--- src/aurx_defs.svh ---
// Purpose: Constants of the audio receiver routing and configuration block
// Assumes: Setting words arrive as address byte plus two data bytes
// Notes:   Field bit positions count within the second byte; command and chip-address bits within the first
`ifndef AURX_DEFS_SVH
`define AURX_DEFS_SVH

`define AURX_DEV_ADDR        8'hE8
`define AURX_CMD_MASTER_CLK  4'h2
`define AURX_CMD_S_CLK       4'h4
`define AURX_CMD_CLK_DATA    4'h5
`define AURX_CMD_DATA_IO     4'h6
`define AURX_CMD_FORMAT      4'h7
`define AURX_CMD_IRQ_EN      4'h8
`define AURX_CMD_ERR_OUT     4'h9

`define AURX_CMD_HI          7
`define AURX_CMD_LO          4
`define AURX_CAU_BIT         1
`define AURX_CAL_BIT         0

`define AURX_AMP_HI          7
`define AURX_AMP_LO          6
`define AURX_SFR_HI          7
`define AURX_SFR_LO          6
`define AURX_SBR_HI          5
`define AURX_SBR_LO          4
`define AURX_MUTE_BIT        6
`define AURX_COND_BIT        5
`define AURX_UNLK_BIT        4
`define AURX_CSRC_BIT        1
`define AURX_PASS_HI         6
`define AURX_PASS_LO         4
`define AURX_DEMOD_HI        2
`define AURX_DEMOD_LO        0
`define AURX_SFP_BIT         7
`define AURX_SBP_BIT         6
`define AURX_RFP_BIT         5
`define AURX_RBP_BIT         4
`define AURX_FMT_BIT         0
`define AURX_CHSTAT_BIT      3
`define AURX_RATE_CHANGE_ERROR_CHOICE_BIT       5

`define AURX_RST_MASTER_CLK  8'h00
`define AURX_RST_S_CLK       8'h00
`define AURX_RST_CLK_DATA    8'h10
`define AURX_RST_DATA_IO     8'h00
`define AURX_RST_FORMAT      8'h00
`define AURX_RST_IRQ_EN      8'h00
`define AURX_RST_ERR_OUT     8'h00

`define AURX_SEL_NONE        3'h7
`define AURX_AMP_CONT        2'h0
`define AURX_AMP_AUTO        2'h2
`define AURX_AMP_STOP        2'h3
`define AURX_RATE_MUTED      2'h3
`define AURX_XTAL_PER_FRAME  256

`endif

--- src/aurx_pkg.sv ---
// Purpose: Types shared by the audio receiver routing block
// Assumes: Nothing beyond the defs header
// Notes:   Constants live in aurx_defs.svh
package aurx_pkg;
  typedef enum logic [1:0] {
    CCB_IDLE = 2'b00,
    CCB_ADDR = 2'b01,
    CCB_DATA = 2'b10
  } aurx_ccb_st_t;

  typedef enum logic [1:0] {
    OUT_DEMOD = 2'b00,
    OUT_SERIAL = 2'b01,
    OUT_MUTE = 2'b10
  } aurx_dsrc_t;
endpackage

--- src/aurx_routing.sv ---
// Purpose: Setting registers, input routing and output clock/data selection
// Assumes: PLL, demodulator and flag logic sit outside and share clk
// Notes:   Settings are write-only; state is visible only on the output pins
`timescale 1ns/1ps
`include "aurx_defs.svh"
module aurx_routing #(
  parameter int XTAL_PER_FRAME = `AURX_XTAL_PER_FRAME
) (
  input  wire logic       clk,
  input  wire logic       rst_n,
  input  wire logic       ccbClk,
  input  wire logic       ccbCe,
  input  wire logic       ccbDi,
  input  wire logic       chipAddrUpper,
  input  wire logic       chipAddrLower,
  input  wire logic       crystalInput,
  input  wire logic [6:0] rxIn,
  input  wire logic       serialAudioInput,
  input  wire logic       pllLocked,
  input  wire logic       pllBitClock,
  input  wire logic       pllFrameClock,
  input  wire logic       pllError,
  input  wire logic       demodData,
  input  wire logic [7:0] irqEvents,
  output logic [6:0]      demodSelect,
  output logic            demodPulldown,
  output logic            passthroughOutput,
  output logic            oscAmpRun,
  output logic            sBitClock,
  output logic            sFrameClock,
  output logic            rBitClock,
  output logic            rFrameClock,
  output logic            audioData,
  output logic            outputFormatChoice,
  output logic            receiveErrorPin,
  output logic            irqPin
);
  import aurx_pkg::*;

  logic       wrValid;
  logic [3:0] wrCmd;
  logic [7:0] wrData;
  logic [1:0] chipAddr;
  logic       xtalFrame, xtalBit;

  // Setting registers, field byte only
  logic [7:0] ampCfg_r, sClkCfg_r, clkData_r, dataIo_r, format_r, irqEn_r, errCfg_r;
  logic [7:0] ampCfg_nxt, sClkCfg_nxt, clkData_nxt, dataIo_nxt, format_nxt;
  logic [7:0] irqEn_nxt, errCfg_nxt;

  // Pin synchronisers: first stage read only by the second
  logic [13:0] pinMeta_r, pinSync_r;
  logic        xtalLast_r;
  logic [1:0]  strapMeta_r, strapSync_r;

  logic        useXtal_r, useXtal_nxt;
  logic        errHold_r, errHold_nxt;
  logic [6:0]  demodSel_nxt;
  logic        pulldown_nxt, pass_nxt, amp_nxt;
  logic        sBit_nxt, sFrame_nxt, rBit_nxt, rFrame_nxt, data_nxt;
  logic        err_nxt, irq_nxt;
  aurx_dsrc_t  dsrc;

  logic [6:0]  rxS;
  logic        xtalS, sdinS, pBitS, pFrameS, xtalRise;

  assign rxS = pinSync_r[6:0];
  assign xtalS = pinSync_r[7];
  assign sdinS = pinSync_r[8];
  assign pBitS = pinSync_r[9];
  assign pFrameS = pinSync_r[10];
  assign chipAddr = strapSync_r;

  function automatic logic [6:0] onehot7(input logic [2:0] sel);
    logic [6:0] v;
    v = 7'h00;
    if (sel != `AURX_SEL_NONE)
      v[sel] = 1'b1;
    return v;
  endfunction

  aurx_ccb_rx u_ccb (
    .clk      (clk),
    .rst_n    (rst_n),
    .ccbClk   (ccbClk),
    .ccbCe    (ccbCe),
    .ccbDi    (ccbDi),
    .chipAddr (chipAddr),
    .wrValid  (wrValid),
    .wrCmd    (wrCmd),
    .wrData   (wrData)
  );

  aurx_xtal_div #(
    .XTAL_PER_FRAME (XTAL_PER_FRAME)
  ) u_div (
    .clk       (clk),
    .rst_n     (rst_n),
    .xtalRise  (xtalRise),
    .xtalLevel (xtalS),
    .frameRate (sClkCfg_r[`AURX_SFR_HI:`AURX_SFR_LO]),
    .bitRate   (sClkCfg_r[`AURX_SBR_HI:`AURX_SBR_LO]),
    .frameClk  (xtalFrame),
    .bitClk    (xtalBit)
  );

  // Register writes; unknown commands fall through untouched
  always_comb
  begin
    ampCfg_nxt = ampCfg_r;
    sClkCfg_nxt = sClkCfg_r;
    clkData_nxt = clkData_r;
    dataIo_nxt = dataIo_r;
    format_nxt = format_r;
    irqEn_nxt = irqEn_r;
    errCfg_nxt = errCfg_r;
    if (wrValid)
    begin
      unique case (wrCmd)
        `AURX_CMD_MASTER_CLK: ampCfg_nxt = wrData;
        `AURX_CMD_S_CLK: sClkCfg_nxt = wrData;
        `AURX_CMD_CLK_DATA: clkData_nxt = wrData;
        `AURX_CMD_DATA_IO: dataIo_nxt = wrData;
        `AURX_CMD_FORMAT: format_nxt = wrData;
        `AURX_CMD_IRQ_EN: irqEn_nxt = wrData;
        `AURX_CMD_ERR_OUT: errCfg_nxt = wrData;
        default: ;
      endcase
    end
  end

  // Clock source, oscillator and error hold
  always_comb
  begin
    logic [1:0] ampMode;
    logic       ampRuns;
    ampMode = ampCfg_r[`AURX_AMP_HI:`AURX_AMP_LO];
    // Auto mode stops the amp while locked; stop mode always
    ampRuns = (ampMode == `AURX_AMP_CONT) ||
              (ampMode == `AURX_AMP_AUTO && !pllLocked);
    amp_nxt = ampRuns;
    // Crystal when forced, or when the PLL has no lock; lock need not drop
    useXtal_nxt = clkData_r[`AURX_CSRC_BIT] | ~pllLocked;
    // Crystal edges are only counted while the amp runs: auto mode stops the crystal clocks while locked, except the bit clock at bit rate code 2
    xtalRise = xtalS & ~xtalLast_r & ampRuns;
    errHold_nxt = errHold_r;
    // A switch disturbs the error pin only if neither exemption applies
    if (useXtal_nxt != useXtal_r && ampMode != `AURX_AMP_CONT &&
        !errCfg_r[`AURX_RATE_CHANGE_ERROR_CHOICE_BIT])
      errHold_nxt = 1'b1;
    else if (xtalRise | ~useXtal_r)
      errHold_nxt = 1'b0;
    err_nxt = pllError | errHold_r;
  end

  // Routing, clocks, data and interrupt
  always_comb
  begin
    logic [2:0] dSel;
    logic [2:0] pSel;
    logic       bitSrc;
    logic       frameSrc;
    dSel = dataIo_r[`AURX_DEMOD_HI:`AURX_DEMOD_LO];
    pSel = dataIo_r[`AURX_PASS_HI:`AURX_PASS_LO];
    demodSel_nxt = onehot7(dSel);
    pulldown_nxt = (dSel == `AURX_SEL_NONE);
    pass_nxt = |(onehot7(pSel) & rxS);
    // R and S pairs come from the same source each cycle
    bitSrc = useXtal_r ? xtalBit : pBitS;
    frameSrc = useXtal_r ? xtalFrame : pFrameS;
    sBit_nxt = bitSrc ^ format_r[`AURX_SBP_BIT];
    rBit_nxt = bitSrc ^ format_r[`AURX_RBP_BIT];
    // Frame clock inverted when its polarity bit is set so right data falls in the low phase
    sFrame_nxt = frameSrc ^ format_r[`AURX_SFP_BIT];
    rFrame_nxt = frameSrc ^ format_r[`AURX_RFP_BIT];
    // Data choice is its own setting, not tied to the clock source
    if (!clkData_r[`AURX_COND_BIT])
    begin
      if (pllLocked)
        dsrc = OUT_DEMOD;
      else
        dsrc = clkData_r[`AURX_UNLK_BIT] ? OUT_MUTE : OUT_SERIAL;
    end
    else if (clkData_r[`AURX_MUTE_BIT] | clkData_r[`AURX_UNLK_BIT])
      dsrc = OUT_MUTE;
    else
      dsrc = OUT_SERIAL;
    unique case (dsrc)
      OUT_DEMOD: data_nxt = demodData;
      OUT_SERIAL: data_nxt = sdinS;
      default: data_nxt = 1'b0;
    endcase
    // Disabled conditions never reach the pin, channel-status bit included
    irq_nxt = |(irqEvents & irqEn_r);
  end

  always_ff @(posedge clk)
  begin
    if (!rst_n)
    begin
      ampCfg_r <= `AURX_RST_MASTER_CLK;
      sClkCfg_r <= `AURX_RST_S_CLK;
      clkData_r <= `AURX_RST_CLK_DATA;
      dataIo_r <= `AURX_RST_DATA_IO;
      format_r <= `AURX_RST_FORMAT;
      irqEn_r <= `AURX_RST_IRQ_EN;
      errCfg_r <= `AURX_RST_ERR_OUT;
      pinMeta_r <= 14'h0000;
      pinSync_r <= 14'h0000;
      xtalLast_r <= 1'b0;
      strapMeta_r <= 2'h0;
      strapSync_r <= 2'h0;
      useXtal_r <= 1'b1;
      errHold_r <= 1'b0;
      demodSelect <= 7'h01;
      demodPulldown <= 1'b0;
      passthroughOutput <= 1'b0;
      oscAmpRun <= 1'b1;
      sBitClock <= 1'b0;
      sFrameClock <= 1'b0;
      rBitClock <= 1'b0;
      rFrameClock <= 1'b0;
      audioData <= 1'b0;
      outputFormatChoice <= 1'b0;
      receiveErrorPin <= 1'b0;
      irqPin <= 1'b0;
    end
    else
    begin
      ampCfg_r <= ampCfg_nxt;
      sClkCfg_r <= sClkCfg_nxt;
      clkData_r <= clkData_nxt;
      dataIo_r <= dataIo_nxt;
      format_r <= format_nxt;
      irqEn_r <= irqEn_nxt;
      errCfg_r <= errCfg_nxt;
      pinMeta_r <= {3'h0, pllFrameClock, pllBitClock, serialAudioInput, crystalInput, rxIn};
      pinSync_r <= pinMeta_r;
      xtalLast_r <= xtalS;
      strapMeta_r <= {chipAddrUpper, chipAddrLower};
      strapSync_r <= strapMeta_r;
      useXtal_r <= useXtal_nxt;
      errHold_r <= errHold_nxt;
      demodSelect <= demodSel_nxt;
      demodPulldown <= pulldown_nxt;
      passthroughOutput <= pass_nxt;
      oscAmpRun <= amp_nxt;
      sBitClock <= sBit_nxt;
      sFrameClock <= sFrame_nxt;
      rBitClock <= rBit_nxt;
      rFrameClock <= rFrame_nxt;
      audioData <= data_nxt;
      outputFormatChoice <= format_r[`AURX_FMT_BIT];
      receiveErrorPin <= err_nxt;
      irqPin <= irq_nxt;
    end
  end
endmodule

--- src/aurx_ccb_rx.sv ---
// Purpose: Serial control bus receiver delivering one setting word per burst
// Assumes: Bus pins are asynchronous to clk and far slower than it
// Notes:   Bits arrive least significant first on rising bus clock edges
`timescale 1ns/1ps
`include "aurx_defs.svh"
module aurx_ccb_rx (
  input  wire logic       clk,
  input  wire logic       rst_n,
  input  wire logic       ccbClk,
  input  wire logic       ccbCe,
  input  wire logic       ccbDi,
  input  wire logic [1:0] chipAddr,
  output logic            wrValid,
  output logic [3:0]      wrCmd,
  output logic [7:0]      wrData
);
  import aurx_pkg::*;

  logic [2:0]   meta_r, sync_r, last_r;
  logic [2:0]   meta_nxt, sync_nxt, last_nxt;
  aurx_ccb_st_t st_r, st_nxt;
  logic [15:0]  sh_r, sh_nxt;
  logic [4:0]   cnt_r, cnt_nxt;
  logic         valid_nxt;
  logic [3:0]   cmd_nxt;
  logic [7:0]   data_nxt;
  logic         clkRise, ceRise, ceFall;

  always_comb
  begin
    meta_nxt = {ccbClk, ccbCe, ccbDi};
    sync_nxt = meta_r;
    last_nxt = sync_r;
    clkRise = sync_r[2] & ~last_r[2];
    ceRise = sync_r[1] & ~last_r[1];
    ceFall = ~sync_r[1] & last_r[1];
    st_nxt = st_r;
    sh_nxt = sh_r;
    cnt_nxt = cnt_r;
    valid_nxt = 1'b0;
    cmd_nxt = wrCmd;
    data_nxt = wrData;
    unique case (st_r)
      CCB_IDLE:
      begin
        if (~sync_r[1])
        begin
          st_nxt = CCB_ADDR;
          cnt_nxt = 5'h00;
        end
      end
      CCB_ADDR:
      begin
        if (clkRise & ~sync_r[1])
        begin
          sh_nxt = {sync_r[0], sh_r[15:1]};
          cnt_nxt = cnt_r + 5'h01;
        end
        if (ceRise)
        begin
          // Only a full address byte naming this device opens a data phase
          if (cnt_r == 5'h08 && sh_r[15:8] == `AURX_DEV_ADDR)
            st_nxt = CCB_DATA;
          else
            st_nxt = CCB_IDLE;
          cnt_nxt = 5'h00;
        end
      end
      CCB_DATA:
      begin
        if (clkRise & sync_r[1] & (cnt_r != 5'h1F))
        begin
          sh_nxt = {sync_r[0], sh_r[15:1]};
          cnt_nxt = cnt_r + 5'h01;
        end
        if (ceFall)
        begin
          // Short or long bursts and foreign chip addresses are dropped whole
          if (cnt_r == 5'h10 && sh_r[1:0] == chipAddr)
          begin
            valid_nxt = 1'b1;
            cmd_nxt = sh_r[`AURX_CMD_HI:`AURX_CMD_LO];
            data_nxt = sh_r[15:8];
          end
          st_nxt = CCB_ADDR;
          cnt_nxt = 5'h00;
        end
      end
      default:
        st_nxt = CCB_IDLE;
    endcase
  end

  always_ff @(posedge clk)
  begin
    if (!rst_n)
    begin
      meta_r <= 3'h3;
      sync_r <= 3'h3;
      last_r <= 3'h3;
      st_r <= CCB_IDLE;
      sh_r <= 16'h0000;
      cnt_r <= 5'h00;
      wrValid <= 1'b0;
      wrCmd <= 4'h0;
      wrData <= 8'h00;
    end
    else
    begin
      meta_r <= meta_nxt;
      sync_r <= sync_nxt;
      last_r <= last_nxt;
      st_r <= st_nxt;
      sh_r <= sh_nxt;
      cnt_r <= cnt_nxt;
      wrValid <= valid_nxt;
      wrCmd <= cmd_nxt;
      wrData <= data_nxt;
    end
  end
endmodule

--- src/aurx_xtal_div.sv ---
// Purpose: Crystal-source bit and frame clocks from one shared divider
// Assumes: xtalRise is a one-cycle pulse per crystal period
// Notes:   One counter feeds the frame clock and bit rate codes 0 and 1; bit rate code 2 passes the crystal level
`timescale 1ns/1ps
`include "aurx_defs.svh"
module aurx_xtal_div #(
  parameter int XTAL_PER_FRAME = `AURX_XTAL_PER_FRAME
) (
  input  wire logic       clk,
  input  wire logic       rst_n,
  input  wire logic       xtalRise,
  input  wire logic       xtalLevel,
  input  wire logic [1:0] frameRate,
  input  wire logic [1:0] bitRate,
  output logic            frameClk,
  output logic            bitClk
);
  localparam int CW = $clog2(XTAL_PER_FRAME);

  logic [CW-1:0] cnt_r, cnt_nxt;
  logic          frame_nxt, bit_nxt;

  always_comb
  begin
    cnt_nxt = xtalRise ? cnt_r + {{(CW-1){1'b0}}, 1'b1} : cnt_r;
    // Each faster frame rate halves the divider tap; code 3 holds it muted
    unique case (frameRate)
      2'h0: frame_nxt = cnt_r[CW-1];
      2'h1: frame_nxt = cnt_r[CW-2];
      2'h2: frame_nxt = cnt_r[CW-3];
      default: frame_nxt = 1'b0;
    endcase
    unique case (bitRate)
      2'h0: bit_nxt = cnt_r[1];
      2'h1: bit_nxt = cnt_r[0];
      2'h2: bit_nxt = xtalLevel;
      default: bit_nxt = 1'b0;
    endcase
  end

  always_ff @(posedge clk)
  begin
    if (!rst_n)
    begin
      cnt_r <= '0;
      frameClk <= 1'b0;
      bitClk <= 1'b0;
    end
    else
    begin
      cnt_r <= cnt_nxt;
      frameClk <= frame_nxt;
      bitClk <= bit_nxt;
    end
  end
endmodule

--- config.mk ---
export PLATFORM = sky130hd
export DESIGN_NAME = aurx_routing
export DESIGN_NICKNAME = d
export VERILOG_FILES = /design/src/aurx_pkg.sv /design/src/aurx_routing.sv /design/src/aurx_ccb_rx.sv /design/src/aurx_xtal_div.sv
export VERILOG_INCLUDE_DIRS = /design/src
export SDC_FILE = /design/constraint.sdc
export NUM_CORES = 1
export LEC_CHECK = 0
export ABC_CLOCK_PERIOD_IN_PS = 2000
export BUFFER_PORTS_ARGS = -buffer_cell sky130_fd_sc_hd__buf_4
export CAP_MARGIN = 20
export CORE_UTILIZATION = 40
export DETAILED_ROUTE_END_ITERATION = 8
export PLACE_DENSITY = 0.71
export SYNTH_ARGS = -nofsm -noshare
export SYNTH_HDL_FRONTEND = slang
export SYNTH_SLANG_ARGS = --single-unit
--- constraint.sdc ---
create_clock -name clk -period 2 [get_ports clk]
set_clock_uncertainty 0.1 [all_clocks]
set_input_delay 0.2 -clock clk [delete_from_list [all_inputs] [get_ports clk]]
set_output_delay 0.2 -clock clk [all_outputs]
set_load 0.02 [all_outputs]
== Word-level counts from Yosys, hierarchy flattened ==
Index checks and enable logic that the tools add are counted.

* Flip-flop bits (word level): 154
* Input port bits: 29
* Word-level logic and storage cells: 166

* Add/sub/neg operators: 2
* Order comparisons: 4
* Equality and inequality tests: 31
* Mux-type cells: 32
* Bitwise logic cells: 24
* Reductions and logical operators: 34

{| class="wikitable"
|+ Operators with widths
! kind !! number
|-
| $mux 16 || 2
|-
| $pmux 16 s2 || 1
|-
| $mux 5 || 5
|-
| $eq 4x3->1 const B || 4
|-
| $mux 2 || 8
|-
| $reduce_and 2->1 || 8
|-
| $pmux 5 s3 || 1
|-
| $reduce_and 3->1 || 4
|-
| $logic_not 2->1 || 5
|-
| $add 8x1->8 const B || 1
|-
| $and 1x1->1 || 8
|-
| $and 8x8->8 || 1
|-
| $eq 2x1->1 const B || 4
|-
| $eq 2x2->1 const B || 4
|-
| $eq 4x4->1 const B || 2
|-
| $eq 8x8->1 const B || 1
|-
| $lt 3x4->1 const B || 2
|-
| $mux 1 || 8
|-
| $ne 2x1->1 const B || 4
|-
| $reduce_or 8->1 || 1
|-
| $and 7x7->7 || 1
|-
| $logic_and 1x1->1 || 7
|-
| $mux 7 || 1
|-
| $reduce_or 7->1 || 1
|-
| other kinds (24) || 43
|}

== Logic depth before layout (Yosys ltp) ==
* Depth in word-level cells: 7
* Mapped depth: 9
* Gate-level depth less buffers: 8

== Cells and area by module ==
A second synthesis with hierarchy kept.

* Cells, all modules: 482
* Area total of the unflattened synthesis: 4865.9 µm²

{| class="wikitable"
|+ Modules (own cells, without submodules)
! module !! times used !! cells each !! area each (µm²) !! sequential area each (µm²)
|-
| aurx_routing || 1 || 250 || 2631.3 || 1541.5
|-
| aurx_ccb_rx || 1 || 188 || 1800.5 || 880.8
|-
| aurx_xtal_div || 1 || 44 || 434.2 || 200.2
|}

== Worst setup path after synthesis ==
Ideal clock, no wire load.

* Path kind: reg-to-reg
* From: reg u_ccb.cnt_r[0]
* To: reg u_ccb.cnt_r[1]
* Data arrival time: 1.993 ns
* Path slack: -0.164 ns
* Cell stages (with the launch flop): 8
* Buffers on the path: 0
* Period minus slack after synthesis: 2.164 ns
* Path through: dfxtp_1 > ha_1 > and3_1 > ha_1 > o311ai_1 > o211ai_2 > or4_1 > a21oi_1

* Word-level cells in the longest chain between the ends: 4
* Elaborated cells on any way between the ends: 10

{| class="wikitable"
|+ RTL lines
! item !! line !! text
|-
| from (decl) || aurx_ccb_rx.sv:23 || <nowiki>logic [4:0] cnt_r, cnt_nxt;</nowiki>
|-
| from (signal assigned) || aurx_ccb_rx.sv:115 || <nowiki>cnt_r <= cnt_nxt;</nowiki>
|-
| $add 5x1->5 or $ne 5x5->1 (tied branches) || aurx_ccb_rx.sv:57, aurx_ccb_rx.sv:74, aurx_ccb_rx.sv:71 ||
|-
| $mux 5 (tied with other cells) || aurx_ccb_rx.sv:71 || <nowiki>if (clkRise & sync_r[1] & (cnt_r != 5'h1F))</nowiki>
|-
| $mux 5 (tied with other cells) || aurx_ccb_rx.sv:76 || <nowiki>if (ceFall)</nowiki>
|-
| $pmux 5 s3 or $reduce_and 4->1 (tied branches) || n/a ||
|}

Several ways; a longest one is shown, not always the timed one. The select of a mux whose other input is x is not followed.
A chain may end at the register's enable or synchronous reset.

== Final worst setup path ==
Same ends and word-level chain as after synthesis.

==> results.md <==
- Violated checks: negative setup slack
- Synth unique cells: just over 50
- P_leak: between 2 and 3 nW
- Synth Net Count: between 500 and 600
- M1 GR Usage: a little under a fifth
- Final WS setup: -92.4 ps
- H-tree depth: 4
- Die H: 112 um
- Fin. max-slew vios: 0
- CP Launch Point: u_ccb.cnt_r[0]$_SDFFE_PN0P_
- Number of fill cells: 968
- Vias: around 3600
- Initial antenna violation count: 0
- # DRC: 0
- Die area: roughly 13000 um2
- Crit path kind: flop to flop
- Die Wd: 112 um
- Total Neg Setup Slack: -901 ps
- Global Route Usage Sum: between 10% and 20%
- Gate Count Post-Synth: 490
- Clk buf depth: 2
- Post-synthesis async set-or-reset flop share: 0%
- Clock transition at the registers of the reported paths: 50 ps
- Core Area: roughly 12000 um2
- Launching point of the worst reg2reg path: u_ccb.cnt_r[0]$_SDFFE_PN0P_
- Register area share after synthesis: 54.0%
- Clock Latency Late Sink: between 400 and 500 ps
- Final setup viols: 30
- Peak supply drop: ~0.66 mV
- Met2 Usage GRT: roughly 28%
- CTS tree: yes
- Final min period: ~2100 ps
- Ratio of cells with drive above 1 in the final layout: approximately 20%
- Crit path capture type: flop
- Worst r2r path cells: 7
- Hold WC Path Type: input port to flop
- Critical-path maximum fanout: 3
- Area of the multi-input gates: between 2000 and 2500 um2
- Top FF cell, synth: dfxtp_1
- Pwr per Cell Area: between 900 and 1000 nW/um2
- Starting density of the core: about two fifths
- Gr busiest metal: met2
- Initial DRT Pass Iterations: 5
- Met3 usage: approximately 4.6%
- PortBufs: 46
- NumNets Final: ~600
- WP data required: 2240 ps
- Tot Pwr: ~6.3 mW
- Yosys reg bits: roughly 130
- TritonCTS Buffers: 17
- Number of synthesized flops with an enable pin: 0
- Hold path depth: 3
- Routed wire length per instance: 13.8 um
- Syn Area/Cell: about 9.9 um2
- Antenna fix cells: 0
- Most frequent cells in the layout: dfxtp_1, nor2_1, buf_4
- Detail Placement HPWL: 6.31 mm
- ANT nets after route: 0
- Slew headroom: 64.2%
- Most common cell after layout, fill and taps aside: dfxtp_1
- Slew @ Worst Pin: 536 ps
- DRT Wirelength: about 10 mm
- Ys Warns: 0
- CP arrival: between 2000 and 2500 ps
- Fmax achieved: approximately 480 MHz
- CP startpoint kind: flop
- GP Congestion: 0.782
- Outcome: finished with violations
- FF/Latch Area: around 2600 um2
- DP Worst Slack: -79.2 ps
- CTS Root Buffer Type: clkbuf_16
- Clock Sinks: between 100 and 150
- Pin count of the biggest net entering global routing: a little over 60
- Netlist Area Pre-Place: slightly below 5000 um2
- Min-Delay Startpoint: irqEvents[3]
- Part of the cycle the worst path needs: 105%
- Drt initial violations: between 150 and 200
- Vias per cell: between 5 and 6
- Row cnt: 39
- First-pass GRT wire length: about 16 mm
- Vias in the first global route: approximately 3500
- Area Overhead vs Synth: 30.7%
- Gr ovfl total: 0
- IO Pins: 47
- Endpoints failing hold: 0
- Max-Cap Viols: 0
- Unrepaired setup endpoints after global routing: yes
==> Yosys cell counts, drive strengths merged, types with 4 or more instances <==
library cell  instances  share of area [%]
o21ai                19                2.0
ha                    8                2.1
mux2i                49                 10
nand2                32                2.5
inv                  11               0.85
a22oi                 4               0.62
a21oi                11                1.2
dfxtp               131                 54
nand3                21                2.2
and2                 32                4.1
clkbuf               17                1.3
xor2                 12                2.2
nor2                 75                5.8
buf                   5               0.72
or4                   4               0.69
nor3b                 5               0.88
nand2b               13                2.0
==> flip-flops by register name (all words and copies together), names as in the netlist, 5 cells and up <==
signal and count:
demodSelect 7, u_div.cnt_r 8, irqEn_r 8, pinMeta_r 11, u_ccb.wrData 8, u_ccb.sh_r 16, format_r 5, dataIo_r 6
pinSync_r 11, u_ccb.cnt_r 5
==> layer usage <==
layer,part of all wire [%],vias up
li1,-,1809
met1,44,1702
met2,50,84
met3,4.4,11
met4,1.4,0
met5,0,-
==> final timing paths <==
kind / end / slack, ps
setup reg to reg: u_ccb.cnt_r[1]$_SDFFE_PN0P_ / -90
hold reg to reg: u_ccb.last_nxt[1]$_SDFF_PN1_ / 310
setup / recovery: u_ccb.cnt_r[1]$_SDFFE_PN0P_ / -90
hold / removal: irqPin$_SDFF_PN0_ / 20
==> kinds of logic (layout without fill, tap and decap cells) <==
kind of cell	after synthesis	count (layout)	share of synthesized area, %
flip-flops	131	131	54.0
AO/OA/AOI/OAI	47	47	5.95
multiplexers	51	51	10.8
AND/OR/NAND/NOR	206	206	21.9
adder cells (fa/ha/maj)	8	8	2.06
XOR/XNOR	14	14	2.52
buffers and inverters	33	121	2.88
==> power by group <==
part	leakage (nW)	switching (mW)	internal, mW
sequential	1.06	0.0179	2.65
combinational	1.14	0.117	0.118
clock	0.317	1.11	2.28
==> layout make-up <==
type	count	area share, %
multi-input cells	326	34.4
clock inverters	12	3.17
clock buffers	20	7.19
well taps	143	2.82
repair buffers	78	10.5
inverters	11	0.650
flip-flops and latches	131	41.3
==> critical path, stage by stage (launching register included) <==
cell and delay, ps:
dfxtp_2 330, ha_2 190, and3_4 180, ha_4 160
o311ai_4 220, o211ai_2 160, or4_4 540, a21oi_2 140
==> metrics by stage <==
stage               hold WS, ps  area (um2)  std cells  utilization (%)
finish                     21.7        6350        721             54.7
detailed placement          292        5450        670             47.0
floorplan                   201        4890        490                -
global route               30.7        6350        721             54.7
CTS                        4.49        6310        721             54.4
global placement            282        5450        670             47.0
==> repair_timing <==
action	CTS	global route
endpoints found under the hold margin	18	0
pin swaps	3	2
buffers inserted	1	0
endpoints found under the setup margin	30	32
hold buffers	18	0
resized for setup	3	21
Note: power is estimated with default switching activity, not from simulation.
